===== src/hdl/sgc_pkg.sv =====
// constants shared by the supply-gated channel configuration block
// assumes a 40 MHz ref_clk and an 8-bit register port in the same domain
// Notes on behaviour
// - bit 4 marks 12V channel; resets 0
// - bit 3 marks 5V channel; resets 0
// - bit 2 marks 3.3V channel; resets 0
// - bit 1 marks CPU core channel; resets 1
// - bit 0 marks 2.5V channel; resets 0
// - supply off: marked channels stop, status zero
// - resume marked channels 182 ms after supply
// - zone1 gain/offset correction register at 7dh
// - correction writes ignored while lock set
// - supply config at 79h, read-only when locked
package sgc_pkg;

   localparam int unsigned NUM_CH   = 5;
   localparam int unsigned STAT_W   = 4;

   // register offsets
   localparam logic [7:0] CHAN_SUPPLY_CFG_OFS  = 8'h79;
   localparam logic [7:0] ZONE1_CORR_OFS       = 8'h7d;
   localparam logic [7:0] GEN_CFG_OFS          = 8'h40;
   localparam logic [7:0] SUPPLY_STATE_OFS     = 8'h41;
   localparam logic [7:0] CH_STAT_BASE_OFS     = 8'h43;

   // channel supply configuration field positions
   localparam int unsigned TWELVE_V_BIT   = 4;
   localparam int unsigned FIVE_V_BIT     = 3;
   localparam int unsigned THREE_V3_BIT   = 2;
   localparam int unsigned CPU_CORE_BIT   = 1;
   localparam int unsigned TWO_V5_BIT     = 0;
   localparam logic [4:0]  CHAN_SUPPLY_CFG_RST = 5'h02;

   // zone1 correction layout
   localparam int unsigned GAIN_LSB   = 6;
   localparam int unsigned GAIN_W     = 2;
   localparam int unsigned RSVD_W     = 2;
   localparam int unsigned OFFSET_W   = 4;
   localparam logic [1:0]  GAIN_RST   = 2'h0;
   localparam logic [3:0]  OFFSET_RST = 4'h0;

   // general configuration and supply state bits
   localparam int unsigned LOCK_BIT        = 0;
   localparam int unsigned SUPPLY_ON_BIT   = 0;
   localparam int unsigned SUPPLY_RDY_BIT  = 1;

   // resume delay after the main supply returns
   localparam longint RESUME_DELAY_MS = 182;
   localparam longint CLK_HZ          = 40000000;
   localparam longint RESUME_CYCLES   = (RESUME_DELAY_MS * CLK_HZ + 999) / 1000;

endpackage : sgc_pkg


===== src/hdl/sgc_gate_if.sv =====
// supply state carried from the supply gate to the register bank
// assumes both ends sit on ref_clk
interface sgc_gate_if;
   logic supply_on;
   logic supply_ready;

   modport gate (
      output supply_on,
      output supply_ready
   );

   modport user (
      input supply_on,
      input supply_ready
   );
endinterface : sgc_gate_if


===== src/hdl/sgc_supply_gate.sv =====
// main supply synchroniser and resume delay counter
// assumes main_supply is an asynchronous level from the power logic
module sgc_supply_gate #(
   parameter longint RESUME_CYCLES = sgc_pkg::RESUME_CYCLES,
   parameter int     CNT_W         = $clog2(RESUME_CYCLES + 1)
) (
   input  wire logic   ref_clk,
   input  wire logic   arst_n,
   input  wire logic   main_supply,
   sgc_gate_if.gate    gate
);

   localparam logic [CNT_W-1:0] LAST = CNT_W'(RESUME_CYCLES - 1);

   logic             sync1_reg;
   logic             sync2_reg;
   logic [CNT_W-1:0] cnt_reg;
   logic [CNT_W-1:0] cnt_next;
   logic             ready_reg;
   logic             ready_next;
   wire              cnt_done;

   // supply loss restarts the wait at once; a glitch costs a full delay
   assign cnt_done   = (cnt_reg == LAST);
   assign cnt_next   = (!sync2_reg || ready_reg) ? '0 : cnt_reg + CNT_W'(1);
   assign ready_next = sync2_reg && (ready_reg || cnt_done);

   always_ff @(posedge ref_clk or negedge arst_n) begin
      if (!arst_n) begin
         sync1_reg <= 1'b0;
         sync2_reg <= 1'b0;
         cnt_reg   <= '0;
         ready_reg <= 1'b0;
      end else begin
         sync1_reg <= main_supply;
         sync2_reg <= sync1_reg;
         cnt_reg   <= cnt_next;
         ready_reg <= ready_next;
      end
   end

   assign gate.supply_on    = sync2_reg;
   assign gate.supply_ready = ready_reg;

endmodule // sgc_supply_gate


===== src/hdl/sgc_top.sv =====
// register bank for supply-gated voltage channels and zone1 correction
// assumes raw channel status comes from monitor logic on ref_clk and that
// main_supply is an asynchronous level from the power logic
//
// The address-and-strobe port was left to the implementer.
module sgc_top #(
   parameter longint      RESUME_CYCLES = sgc_pkg::RESUME_CYCLES,
   parameter int unsigned NUM_CH        = sgc_pkg::NUM_CH,
   parameter int unsigned STAT_W        = sgc_pkg::STAT_W
) (
   input  wire logic                      ref_clk,
   input  wire logic                      arst_n,
   input  wire logic [7:0]                reg_addr,
   input  wire logic [7:0]                reg_wdata,
   input  wire logic                      reg_wr,
   input  wire logic                      reg_rd,
   output logic      [7:0]                reg_rdata,
   input  wire logic                      main_supply,
   input  wire logic [NUM_CH*STAT_W-1:0]  ch_status_raw,
   output logic      [NUM_CH-1:0]         ch_monitor_en,
   output logic      [NUM_CH*STAT_W-1:0]  ch_status,
   output logic      [sgc_pkg::GAIN_W-1:0]   zone1_gain,
   output logic      [sgc_pkg::OFFSET_W-1:0] zone1_offset,
   output logic                           cfg_locked
);

   sgc_gate_if gate_bus ();

   sgc_supply_gate #(
      .RESUME_CYCLES (RESUME_CYCLES)
   ) u_gate (
      .ref_clk     (ref_clk),
      .arst_n      (arst_n),
      .main_supply (main_supply),
      .gate        (gate_bus.gate)
   );

   // ------------------------------------------------------------------
   // state
   // ------------------------------------------------------------------

   logic                          twelve_volt_main_supply_sel_reg;
   logic                          five_volt_main_supply_sel_reg;
   logic                          three_v3_main_supply_sel_reg;
   logic                          cpu_core_main_supply_sel_reg;
   logic                          two_v5_main_supply_sel_reg;
   logic [sgc_pkg::GAIN_W-1:0]    gain_reg;
   logic [sgc_pkg::OFFSET_W-1:0]  offset_reg;
   logic                          lock_reg;
   logic [NUM_CH-1:0]             mon_en_reg;
   logic [NUM_CH*STAT_W-1:0]      stat_reg;
   logic [7:0]                    rdata_reg;

   logic                          twelve_volt_main_supply_sel_next;
   logic                          five_volt_main_supply_sel_next;
   logic                          three_v3_main_supply_sel_next;
   logic                          cpu_core_main_supply_sel_next;
   logic                          two_v5_main_supply_sel_next;
   logic [sgc_pkg::GAIN_W-1:0]    gain_next;
   logic [sgc_pkg::OFFSET_W-1:0]  offset_next;
   logic                          lock_next;
   logic [NUM_CH-1:0]             mon_en_next;
   logic [NUM_CH*STAT_W-1:0]      stat_next;
   logic [7:0]                    rdata_next;

   // ------------------------------------------------------------------
   // address decode
   // ------------------------------------------------------------------

   wire hit_cfg    = (reg_addr == sgc_pkg::CHAN_SUPPLY_CFG_OFS);
   wire hit_corr   = (reg_addr == sgc_pkg::ZONE1_CORR_OFS);
   wire hit_gen    = (reg_addr == sgc_pkg::GEN_CFG_OFS);
   wire hit_state  = (reg_addr == sgc_pkg::SUPPLY_STATE_OFS);

   // both configuration registers freeze together once lock is set
   wire wr_cfg     = reg_wr && hit_cfg && !lock_reg;
   wire wr_corr    = reg_wr && hit_corr && !lock_reg;
   wire wr_gen     = reg_wr && hit_gen;

   // ------------------------------------------------------------------
   // channel supply configuration, bits 7..5 are not held here
   // ------------------------------------------------------------------

   assign twelve_volt_main_supply_sel_next = wr_cfg ? reg_wdata[sgc_pkg::TWELVE_V_BIT]
                                                    : twelve_volt_main_supply_sel_reg;
   assign five_volt_main_supply_sel_next   = wr_cfg ? reg_wdata[sgc_pkg::FIVE_V_BIT]
                                                    : five_volt_main_supply_sel_reg;
   assign three_v3_main_supply_sel_next    = wr_cfg ? reg_wdata[sgc_pkg::THREE_V3_BIT]
                                                    : three_v3_main_supply_sel_reg;
   assign cpu_core_main_supply_sel_next    = wr_cfg ? reg_wdata[sgc_pkg::CPU_CORE_BIT]
                                                    : cpu_core_main_supply_sel_reg;
   assign two_v5_main_supply_sel_next      = wr_cfg ? reg_wdata[sgc_pkg::TWO_V5_BIT]
                                                    : two_v5_main_supply_sel_reg;

   // channel index follows the bit position of its select
   wire [NUM_CH-1:0] supply_sel;
   assign supply_sel[sgc_pkg::TWELVE_V_BIT] = twelve_volt_main_supply_sel_reg;
   assign supply_sel[sgc_pkg::FIVE_V_BIT]   = five_volt_main_supply_sel_reg;
   assign supply_sel[sgc_pkg::THREE_V3_BIT] = three_v3_main_supply_sel_reg;
   assign supply_sel[sgc_pkg::CPU_CORE_BIT] = cpu_core_main_supply_sel_reg;
   assign supply_sel[sgc_pkg::TWO_V5_BIT]   = two_v5_main_supply_sel_reg;

   wire [7:0] cfg_rd = {3'h0, supply_sel};

   // ------------------------------------------------------------------
   // zone1 correction
   // ------------------------------------------------------------------

   wire [sgc_pkg::GAIN_W-1:0]   wr_gain   =
      reg_wdata[sgc_pkg::GAIN_LSB +: sgc_pkg::GAIN_W];
   wire [sgc_pkg::OFFSET_W-1:0] wr_offset = reg_wdata[sgc_pkg::OFFSET_W-1:0];

   assign gain_next   = wr_corr ? wr_gain : gain_reg;
   assign offset_next = wr_corr ? wr_offset : offset_reg;

   // reserved bits are not stored and always read as zero
   wire [7:0] corr_rd = {gain_reg, {sgc_pkg::RSVD_W{1'b0}}, offset_reg};

   // ------------------------------------------------------------------
   // general configuration: lock can only be released by reset
   // ------------------------------------------------------------------

   assign lock_next = lock_reg || (wr_gen && reg_wdata[sgc_pkg::LOCK_BIT]);

   wire [7:0] gen_rd = {7'h00, lock_reg};

   // ------------------------------------------------------------------
   // per-channel gating
   // ------------------------------------------------------------------

   wire supply_on    = gate_bus.supply_on;
   wire supply_ready = gate_bus.supply_ready;

   wire [7:0] state_rd;
   assign state_rd[sgc_pkg::SUPPLY_ON_BIT]  = supply_on;
   assign state_rd[sgc_pkg::SUPPLY_RDY_BIT] = supply_ready;
   assign state_rd[7:2]                     = 6'h00;

   wire [NUM_CH-1:0] ch_held;
   wire [7:0]        ch_rd_or [NUM_CH+1];
   assign ch_rd_or[0] = 8'h00;

   genvar gi;
   generate
      for (gi = 0; gi < NUM_CH; gi++) begin : g_ch
         // a marked channel stays held from supply loss until the delay ends
         assign ch_held[gi] = supply_sel[gi] && !supply_ready;

         assign mon_en_next[gi] = !ch_held[gi];

         assign stat_next[gi*STAT_W +: STAT_W] =
            ch_held[gi] ? {STAT_W{1'b0}}
                        : ch_status_raw[gi*STAT_W +: STAT_W];

         // gated status readback, one register per channel
         wire hit_ch = (reg_addr == (sgc_pkg::CH_STAT_BASE_OFS + 8'(gi)));
         wire [7:0] ch_val = 8'(stat_reg[gi*STAT_W +: STAT_W]);

         assign ch_rd_or[gi+1] = ch_rd_or[gi] | (hit_ch ? ch_val : 8'h00);
      end
   endgenerate

   // ------------------------------------------------------------------
   // read path: data appear only in the cycle after the read strobe
   // ------------------------------------------------------------------

   wire [7:0] rd_val =
      hit_cfg   ? cfg_rd   :
      hit_corr  ? corr_rd  :
      hit_gen   ? gen_rd   :
      hit_state ? state_rd :
                  ch_rd_or[NUM_CH];

   assign rdata_next = reg_rd ? rd_val : 8'h00;

   // ------------------------------------------------------------------
   // registers
   // ------------------------------------------------------------------

   always_ff @(posedge ref_clk or negedge arst_n) begin
      if (!arst_n) begin
         twelve_volt_main_supply_sel_reg <= sgc_pkg::CHAN_SUPPLY_CFG_RST[sgc_pkg::TWELVE_V_BIT];
         five_volt_main_supply_sel_reg   <= sgc_pkg::CHAN_SUPPLY_CFG_RST[sgc_pkg::FIVE_V_BIT];
         three_v3_main_supply_sel_reg    <= sgc_pkg::CHAN_SUPPLY_CFG_RST[sgc_pkg::THREE_V3_BIT];
         cpu_core_main_supply_sel_reg    <= sgc_pkg::CHAN_SUPPLY_CFG_RST[sgc_pkg::CPU_CORE_BIT];
         two_v5_main_supply_sel_reg      <= sgc_pkg::CHAN_SUPPLY_CFG_RST[sgc_pkg::TWO_V5_BIT];
      end else begin
         twelve_volt_main_supply_sel_reg <= twelve_volt_main_supply_sel_next;
         five_volt_main_supply_sel_reg   <= five_volt_main_supply_sel_next;
         three_v3_main_supply_sel_reg    <= three_v3_main_supply_sel_next;
         cpu_core_main_supply_sel_reg    <= cpu_core_main_supply_sel_next;
         two_v5_main_supply_sel_reg      <= two_v5_main_supply_sel_next;
      end
   end

   always_ff @(posedge ref_clk or negedge arst_n) begin
      if (!arst_n) begin
         gain_reg   <= sgc_pkg::GAIN_RST;
         offset_reg <= sgc_pkg::OFFSET_RST;
         lock_reg   <= 1'b0;
      end else begin
         gain_reg   <= gain_next;
         offset_reg <= offset_next;
         lock_reg   <= lock_next;
      end
   end

   // marked channels start held: supply_ready stays low until the resume delay ends
   always_ff @(posedge ref_clk or negedge arst_n) begin
      if (!arst_n) begin
         mon_en_reg <= ~sgc_pkg::CHAN_SUPPLY_CFG_RST;
         stat_reg   <= '0;
         rdata_reg  <= 8'h00;
      end else begin
         mon_en_reg <= mon_en_next;
         stat_reg   <= stat_next;
         rdata_reg  <= rdata_next;
      end
   end

   // ------------------------------------------------------------------
   // outputs, all straight from flip-flops
   // ------------------------------------------------------------------

   assign reg_rdata     = rdata_reg;
   assign ch_monitor_en = mon_en_reg;
   assign ch_status     = stat_reg;
   assign zone1_gain    = gain_reg;
   assign zone1_offset  = offset_reg;
   assign cfg_locked    = lock_reg;

endmodule // sgc_top


===== config.mk =====
export PLATFORM = sky130hd
export DESIGN_NAME = sgc_top
export DESIGN_NICKNAME = d
export VERILOG_FILES = /design/src/hdl/sgc_pkg.sv /design/src/hdl/sgc_gate_if.sv /design/src/hdl/sgc_supply_gate.sv /design/src/hdl/sgc_top.sv
export SDC_FILE = /design/constraint.sdc
export NUM_CORES = 1
export LEC_CHECK = 0
export BUFFER_PORTS_ARGS = -buffer_cell sky130_fd_sc_hd__buf_2
export CAP_MARGIN = 20
export CORE_MARGIN = 1
export CORE_UTILIZATION = 47
export DETAILED_ROUTE_END_ITERATION = 10
export HOLD_SLACK_MARGIN = 0.12
export PLACE_DENSITY_LB_ADDON = 0.25
export SYNTH_ARGS = -nofsm -noshare
export SYNTH_HDL_FRONTEND = slang
export SYNTH_SLANG_ARGS = --single-unit

===== constraint.sdc =====
create_clock -name ref_clk -period 1.7 [get_ports ref_clk]
set_clock_uncertainty 0.15 [all_clocks]
set_input_delay 0.255 -clock ref_clk [delete_from_list [all_inputs] [get_ports ref_clk]]
set_output_delay 0.255 -clock ref_clk [all_outputs]
set_load 0.05 [all_outputs]

==> flow_summary_export.csv, run 1 <==
group,metric,value,unit
detailed_routing,drt_first_pass_iters,4,
final_layout,register_area,1760,sq um
status,violations,"negative setup slack",
sta,hold_slack,194,ps
detailed_routing,initialDrtViolationCount,145,
global_routing,grt_overflow,0,
final_layout,antenna_cells,0,
final_layout,fillers,473,
worst_setup_path,critPathLaunch,"u_gate.cnt_reg[11]",
worst_setup_path,ff2ff_path_depth,4,
global_routing,grt_pass1_vias,2643,
floorplan,core_region_area,6390,sq um
final_layout,multi_input_area,1390,sq um
detailed_routing,wl_per_cell,15.5,um
yosys,ys_ff_latch,70,
floorplan,initial_core_util,48.9,%
yosys,synth_nets,314,
clocking,clkSinkCount,70,
final_layout,area_delta_synth_final,42.6,%
worst_setup_path,crit_fanout,10,
global_routing,grt_max_degree,71,
clocking,cts_max_level,3,
clocking,root_buffer,"clkbuf_8",
sta,setup_viol,1,
floorplan,die_height,83.5,um
status,status,"finished with violations",
worst_setup_path,rr_startpoint,"u_gate.cnt_reg[11]",
final_layout,nets,461,
worst_setup_path,critPathCaptureType,"flip-flop",
yosys,netlist_area,3120,sq um
yosys,syn_inst,272,
min_path,holdPathStages,2,
job,drv_cap,0,
floorplan,fp.dieW,83.5,um
placed_design,hpwlAfterDp,5150,um
placed_design,port_buffers,78,
worst_setup_path,cp-endpoint,"u_gate.cnt_reg[22]",
sta,max_freq,588,MHz
yosys,yosys_warnings,0,
detailed_routing,vias,2672,
final_layout,largest_register_ffs,23,
sta,finalCritPeriodShare,100,%
placed_design,gp_congestion,0.830,
detailed_routing,viasPerCell,5.33,
clocking,numCtsBuffers,9,
clocking,cts_tree,"done",
worst_setup_path,critical_path_arrival,1820,ps
floorplan,io_pins,81,
power,p_leak,2.03,nW
detailed_routing,wl,7770,um
sta,hold_viol_final,0,
clocking,cts_buffer_depth,2,
power,ir_drop,0.644,mV
final_layout,drive_gt1_share,39.6,%
clocking,insertion_delay,340,ps
sta,grt_setup_unrepaired,"yes",
power,p_total,3.61,mW
detailed_routing,drc,0,
global_routing,grt_pass1_wl,12700,um
yosys,synth_area_per_cell,11.5,sq um
floorplan,fp-row-count,29,
power,p_per_area,810,nW/um^2
sta,fin_ws,-0.607,ps
yosys,ys_types,46,
clocking,clk_pin_slew_worst_paths,70,ps
worst_setup_path,critical_path_class,"flip-flop to flip-flop",
yosys,ys_seq_area_share,56.3,%
final_layout,final_common_cell,"buf_2",
floorplan,dieArea,6970,sq um
global_routing,grt_use_total,23.4,%
worst_setup_path,cp.required,1820,ps
worst_setup_path,r2r_slack,-0.6,ps
worst_setup_path,r2r_end,"u_gate.cnt_reg[22]",
sta,min_period,1700,ps
min_path,hold_path_class,"input pin to flip-flop",
detailed_routing,ant_nets,0,
final_layout,layout_common_cells,"buf_2 (78), dfrtp_1 (65), buf_4 (36)",
global_routing,antenna_found_initial,0,
worst_setup_path,cp-start-kind,"flip-flop",
sta,slew_viol_final,0,
-- area by class of cell --
| class | count | area share [%] |
|---|---|---|
| inverters | 5 | 0.421 |
| repair buffers | 146 | 22.3 |
| multi-input cells | 187 | 31.1 |
| clock inverters | 3 | 0.955 |
| flip-flops and latches | 70 | 39.5 |
| clock buffers | 13 | 3.57 |
| well taps | 77 | 2.16 |
-- layer usage --
layer	global-route usage (%)	up-vias	share of wire, %
met5	0	-	0
met3	5.34	8	5.8
met4	9.24	0	1.2
met1	32.2	1307	46
met2	36.3	80	47
li1	-	1277	-
-- metrics by stage --
| stage | setup WS [ps] | std cells | setup TNS (ps) | utilization (%) | cell area (sq um) |
|---|---|---|---|---|---|
| finish | -0.607 | 501 | -0.607 | 69.7 | 4450 |
| global route | -78.0 | 501 | -346 | 69.7 | 4450 |
| global placement | -190 | 454 | -1890 | 60.7 | 3870 |
| CTS | 1.12 | 500 | 0 | 68.8 | 4390 |
| floorplan | -74.7 | 272 | -716 | - | 3150 |
| detailed placement | -217 | 454 | -2280 | 60.7 | 3870 |
-- worst min path at each step --
stage / start / endpoint / slack [ps]
2_1_floorplan: arst_n / cfg_locked / -190
3_3_place_gp: arst_n / zone1_gain[1] / 160
3_5_place_dp: arst_n / reg_rdata[7] / 160
4_1_cts: reg_addr[2] / reg_rdata[4] / 150
5_1_grt: reg_addr[2] / reg_rdata[4] / 200
6_report: reg_addr[2] / reg_rdata[4] / 190
-- Yosys cell counts, drive strengths merged --
cell type  number  area (sq um)
and2           21           131
nand3          20           105
o22ai           1          6.26
nor4b           3          56.3
dfrtp          65          1630
a221o           1          10.0
buf             5          27.5
nand3b          1          7.51
a22o            3          26.3
clkbuf          5          18.8
a22oi           1          7.51
nor3            3          15.0
a21oi           9          45.0
nand2           9          33.8
or4             6          45.0
and3            3          18.8
and4bb          1          12.5
nor4            5          37.5
nor2b           6          37.5
nand2b          8          50.1
a31o            1          8.76
and4            4          35.0
xor2            8          70.1
xnor2           4          35.0
and4b           1          10.0
a32oi           1          8.76
mux2i           5          50.1
nand4           7          58.8
a211oi          2          15.0
a2111oi         1          8.76
inv             5          18.8
dfstp           5           131
a31oi           2          12.5
mux2           12           135
nor2           14          52.6
o21ai          10          50.1
ha              1          12.5
or3             3          18.8
o31ai           8          60.1
o21a            1          7.51
conb            1          3.75
-- worst max-delay path, stage by stage, from the launching register on --
cell	delay, ps
dfrtp_1	360
and4_1	240
nand3_2	190
or4_4	560
a21oi_2	140
-- report_power, final --
part / switching, mW / total (mW) / leakage [nW] / internal, mW
clock network: 0.604 / 1.36 / 0.0996 / 0.757
registers: 0.0393 / 1.76 / 0.900 / 1.72
logic: 0.301 / 0.487 / 1.03 / 0.186
total: 0.944 / 3.61 / 2.03 / 2.66
-- what timing repair did --
| item | in CTS | in global routing |
|---|---|---|
| setup endpoints to repair | 7 | 9 |
| hold buffers | 30 | 0 |
| resized for setup | 3 | 13 |
| pin swaps | 6 | 2 |
| hold endpoints to repair | 110 | 0 |
| buffers inserted | 0 | 1 |
-- logic make-up after synthesis --
| group | after synthesis | share of synthesized area [%] |
|---|---|---|
| mux | 17 | 5.93 |
| simple gates | 115 | 23.2 |
| buf+inv | 15 | 2.08 |
| fa+ha+maj | 1 | 0.401 |
| compound gates | 41 | 8.54 |
| xor+xnor | 12 | 3.37 |
| other cells | 1 | 0.120 |
| flops | 70 | 56.3 |
(Power assumes the default switching activity.)
==> run 2, diff against run 1 <==
BUFFER_PORTS_ARGS = -buffer_cell sky130_fd_sc_hd__buf_4   (was -buffer_cell sky130_fd_sc_hd__buf_2)
==> run 2 against run 1 <==
Against the previous run:
- the run now ends clean
- hold slack worse by 66 ps
- combinational power up 13%
- sequential share of layout area down 1.4 points
- global-route usage up 1.1 points
- register-to-register slack about the same
- fmax up 0.52%
- first-iteration DRC count up 39%
- power down 5.6%
- wire length up 5.2%
- largest power group unchanged
==> flow_summary_export.csv, run 2 (synthesis gave the netlist of run 1 again) <==
group,metric,value,unit
status,status,"finished clean",
detailed_routing,wl_per_cell,16.2,um
clocking,cts_tree,"done",
detailed_routing,vias,2661,
sta,fin_ws,8.26,ps
final_layout,final_util,72.2,%
sta,max_freq,591,MHz
min_path,hold_path_class,"input pin to asynchronous set/reset pin",
worst_setup_path,critical_path_class,"flip-flop to flip-flop",
sta,hold_slack,128,ps
worst_setup_path,cp.required,1810,ps
floorplan,dieArea,6970,sq um
clocking,numCtsBuffers,9,
worst_setup_path,cp-start-kind,"flip-flop",
clocking,clkSinkCount,70,
worst_setup_path,critical_path_arrival,1800,ps
placed_design,dpl_cell_area,4090,sq um
power,p_comb_share,16.1,%
power,p_sw_share,27.6,%
detailed_routing,drt_first_pass_iters,4,
clocking,clk_pin_slew_worst_paths,70,ps
clocking,cts_max_level,3,
job,drv_cap,0,
clocking,insertion_delay,330,ps
final_layout,layout_common_cells,"buf_4 (118), dfrtp_1 (65), dlygate4sd3_1 (31)",
floorplan,core_region_area,6390,sq um
power,p_total,3.41,mW
global_routing,antenna_found_initial,0,
final_layout,drive_gt1_share,39.0,%
final_layout,final_common_cell,"buf_4",
detailed_routing,ant_nets,0,
power,p_per_area,739,nW/um^2
global_routing,grt_pass1_wl,13500,um
sta,grt_setup_unrepaired,"yes",
clocking,cts_buffer_depth,2,
final_layout,antenna_cells,0,
sta,slew_viol_final,0,
sta,finalCritPeriodShare,99.5,%
floorplan,fp-row-count,29,
final_layout,fin_cells,505,
sta,tns,0,ps
sta,hold_viol_final,0,
floorplan,io_pins,81,
final_layout,area_delta_synth_final,47.7,%
floorplan,die_height,83.5,um
power,ir_drop,0.602,mV
placed_design,place_ws,-243,ps
final_layout,fin_area,4610,sq um
placed_design,hpwlAfterDp,5520,um
power,power.share.clock,32.1,%
floorplan,initial_core_util,48.9,%
power,power.internal,2.47,mW
global_routing,grt_max_degree,46,
final_layout,largest_register_ffs,23,
clocking,root_buffer,"clkbuf_8",
placed_design,gp_congestion,0.884,
worst_setup_path,crit_fanout,6,
placed_design,dp_cells,457,
power,p_sw,0.942,mW
floorplan,fp.dieW,83.5,um
power,power_frac_seq,51.7,%
detailed_routing,drc,0,
detailed_routing,wl,8170,um
sta,setup_viol,0,
global_routing,grt_pass1_vias,2838,
power,p_leak,2.10,nW
global_routing,grt_overflow,0,
detailed_routing,initialDrtViolationCount,202,
worst_setup_path,critPathCaptureType,"flip-flop",
final_layout,nets,466,
global_routing,grt_use_total,24.5,%
sta,min_period,1690,ps
detailed_routing,viasPerCell,5.27,
placed_design,port_buffers,78,
run 2: path summary, 6_finish.rpt:
| path | start | to | slack [ps] | depth (start not counted) |
|---|---|---|---|---|
| setup / recovery | u_gate.cnt_reg[0] | u_gate.cnt_reg[22] | 8 | 5 |
| hold / removal | arst_n | ch_status[1] | 130 | 2 |
| setup reg to reg | u_gate.cnt_reg[0] | u_gate.cnt_reg[22] | 8 | 5 |
| hold reg to reg | u_gate.sync1_reg | u_gate.gate.supply_on | 220 | 0 |
| max in group asynchronous | arst_n | ch_monitor_en[4] | 760 | 3 |
| min in group ref_clk | reg_addr[5] | reg_rdata[4] | 130 | 3 |
run 2: power groups by stage:
stage	Combinational, mW	Clock (mW)	Sequential (mW)
detailed placement	0.483	0	1.79
global route	0.589	1.18	1.77
finish	0.550	1.10	1.76
CTS	0.546	1.11	1.76
floorplan	0.118	0	1.92
global placement	0.477	0	1.79
run 2: cell type report:
cell class	count	area (sq um)
Fill cell	448	1770
Sequential cell	70	1760
Multi-Input combinational cell	187	1360
Timing Repair Buffer	151	1230
Clock buffer	9	124
Tap cell	77	96.3
Clock inverter	6	30.0
Inverter	5	18.8
run 2: what timing repair did:
action	in CTS	in global routing
pin swaps	5	1
setup endpoints to repair	5	9
setup buffers	2	0
gates resized for setup	1	8
gates cloned	0	0
hold endpoints to repair	109	0
hold buffers	31	0
run 2: routing by layer:
layer	wire (um)	track usage, %	part of all wire (%)	up-vias
met5	0	0	0	-
met4	118	8.94	1.4	0
met3	443	6.13	5.4	11
met2	3960	38.1	48	75
met1	3650	33.5	45	1287
li1	-	-	-	1288
run 2: worst max-delay path, stage by stage, from the launching register on:
cell,delay (ps)
dfrtp_1,390
ha_2,190
and3_4,200
nand3_4,90
or4_1,480
a21oi_1,130
==> run 3, diff against run 2 <==
CORE_ASPECT_RATIO = 1.25   (was not set)
==> run 3 against run 2 <==
Against the previous run:
- final cell count rose by 2.6%
- highest routed layer unchanged
- setup slack improved by 6.8 ps
- wire length fell by 0.34%
- critical endpoint unchanged
- first-iteration DRC count fell by 33%
- via count rose by 3.8%
- sequential share of layout area fell by 0.92 points
- cell area rose by 2.5%
- fmax rose by 0.41%
==> flow_summary_export.csv, run 3 (synthesis gave the netlist of run 1 again) <==
group,metric,value,unit
status,status,"finished clean",
floorplan,die_height,93.1,um
min_path,hold_path_class,"input pin to asynchronous set/reset pin",
placed_design,port_buffers,78,
global_routing,grt_pass1_wl,12800,um
worst_setup_path,slowest_stage,"or4_4",
worst_setup_path,critical_path_arrival,1810,ps
detailed_routing,initialDrtViolationCount,135,
global_routing,grt_max_degree,35,
worst_setup_path,cp.required,1830,ps
clocking,root_buffer,"clkbuf_8",
worst_setup_path,cp-start-kind,"flip-flop",
sta,min_period,1680,ps
worst_setup_path,critPathCaptureType,"flip-flop",
worst_setup_path,max_stage_delay,430,ps
clocking,clkSinkCount,70,
floorplan,fp-row-count,32,
sta,slew_viol_final,0,
final_layout,drive_gt1_share,40.4,%
final_layout,largest_register_ffs,23,
placed_design,hpwlAfterDp,5470,um
sta,max_freq,594,MHz
placed_design,dp_cells,465,
final_layout,nets,470,
sta,hold_slack,201,ps
worst_setup_path,critical_path_class,"flip-flop to flip-flop",
worst_setup_path,crit_chain,"ha_2, and3_4, nand3_4, or4_4, a21oi_2",
global_routing,grt_pass1_vias,2756,
final_layout,layout_common_cells,"buf_4 (123), dfrtp_1 (65), dlygate4sd3_1 (30)",
power,p_per_area,778,nW/um^2
detailed_routing,drc,0,
clocking,numCtsBuffers,9,
clocking,cts_buffer_depth,2,
sta,grt_setup_unrepaired,"yes",
worst_setup_path,crit_fanout,7,
final_layout,final_common_cell,"buf_4",
global_routing,grt_overflow,0,
floorplan,io_pins,81,
floorplan,fp.dieW,74.9,um
clocking,cts_tree,"done",
clocking,clk_pin_slew_worst_paths,80,ps
sta,tns,0,ps
detailed_routing,drt_first_pass_iters,4,
detailed_routing,ant_nets,0,
floorplan,core_region_area,6290,sq um
clocking,insertion_delay,350,ps
job,drv_cap,0,
detailed_routing,wl_per_cell,15.7,um
sta,hold_viol_final,0,
global_routing,antenna_found_initial,0,
global_routing,grt_use_total,24.8,%
detailed_routing,vias,2761,
final_layout,antenna_cells,0,
power,p_total,3.67,mW
floorplan,initial_core_util,49.7,%
placed_design,gp_congestion,0.840,
power,ir_drop,0.835,mV
clocking,cts_max_level,3,
floorplan,dieArea,6970,sq um
final_layout,fin_cells,518,
sta,finalCritPeriodShare,99.1,%
final_layout,area_delta_synth_final,51.4,%
detailed_routing,wl,8150,um
sta,setup_viol,0,
detailed_routing,viasPerCell,5.33,
power,p_leak,2.14,nW
run 3: cell count changes in the layout (fill, tap and decap cells not counted), moves of 2 or more:
cell,change
clkinv_2,-6
buf_4,+5
clkinvlp_4,+3
inv_6,+2
nand3_1,-2
run 3: critical path: cells and delay by family (launching register included):
kind            cells  cell delay, ps
simple gates        3             740
flops               1             400
fa+ha+maj           1             200
compound gates      1             120
run 3: stage by stage:
step / setup slack, ps / utilization (%) / cell area (sq um)
3_3_place_gp: -205 / 65.3 / 4100
4_1_cts: 5.39 / 74.2 / 4660
5_1_grt: -45.1 / 75.2 / 4730
6_report: 15.1 / 75.2 / 4730
3_5_place_dp: -242 / 65.3 / 4100
2_1_floorplan: -74.7 / - / 3150
run 3: metal layers:
metal | vias to the layer above | part of all wire (%) | track usage [%]
met5 | - | 0 | 0
met4 | 0 | 2.1 | 9.75
met3 | 16 | 4.6 | 5.39
met2 | 89 | 54 | 44.4
met1 | 1362 | 40 | 28.1
li1 | 1294 | - | -
run 3: final timing paths:
check                                        from                    end  slack, ps  cells past startpoint
worst min-delay path                       arst_n           ch_status[7]        200                      2
worst min register to register   u_gate.sync1_reg  u_gate.gate.supply_on        210                      0
max in group asynchronous                  arst_n       ch_monitor_en[0]        620                      3
min in group ref_clk             u_gate.sync1_reg  u_gate.gate.supply_on        210                      0
worst max-delay path            u_gate.cnt_reg[1]     u_gate.cnt_reg[22]         20                      5
worst max register to register  u_gate.cnt_reg[1]     u_gate.cnt_reg[22]         20                      5
run 3: area by class of cell:
class,count,area [sq um]
tap,85,106
timing repair buffer,155,1250
clock buffer,10,128
fill,445,1560
clock inverter,6,70.1
sequential,70,1760
multi-input combinational,187,1390
inverter,5,18.8
run 3: timing repair:
item	in CTS	in global routing
cloned	0	0
pin swaps	7	7
hold buffers	30	0
endpoints found under the hold margin	108	0
gates resized for setup	2	13
buffers inserted	7	0
setup endpoints to repair	4	10
run 3: power breakdown:
group	leakage [nW]	switching [mW]	internal (mW)
clock network	0.0895	0.669	0.688
registers	0.900	0.0372	1.72
logic	1.15	0.317	0.243
total	2.14	1.02	2.65
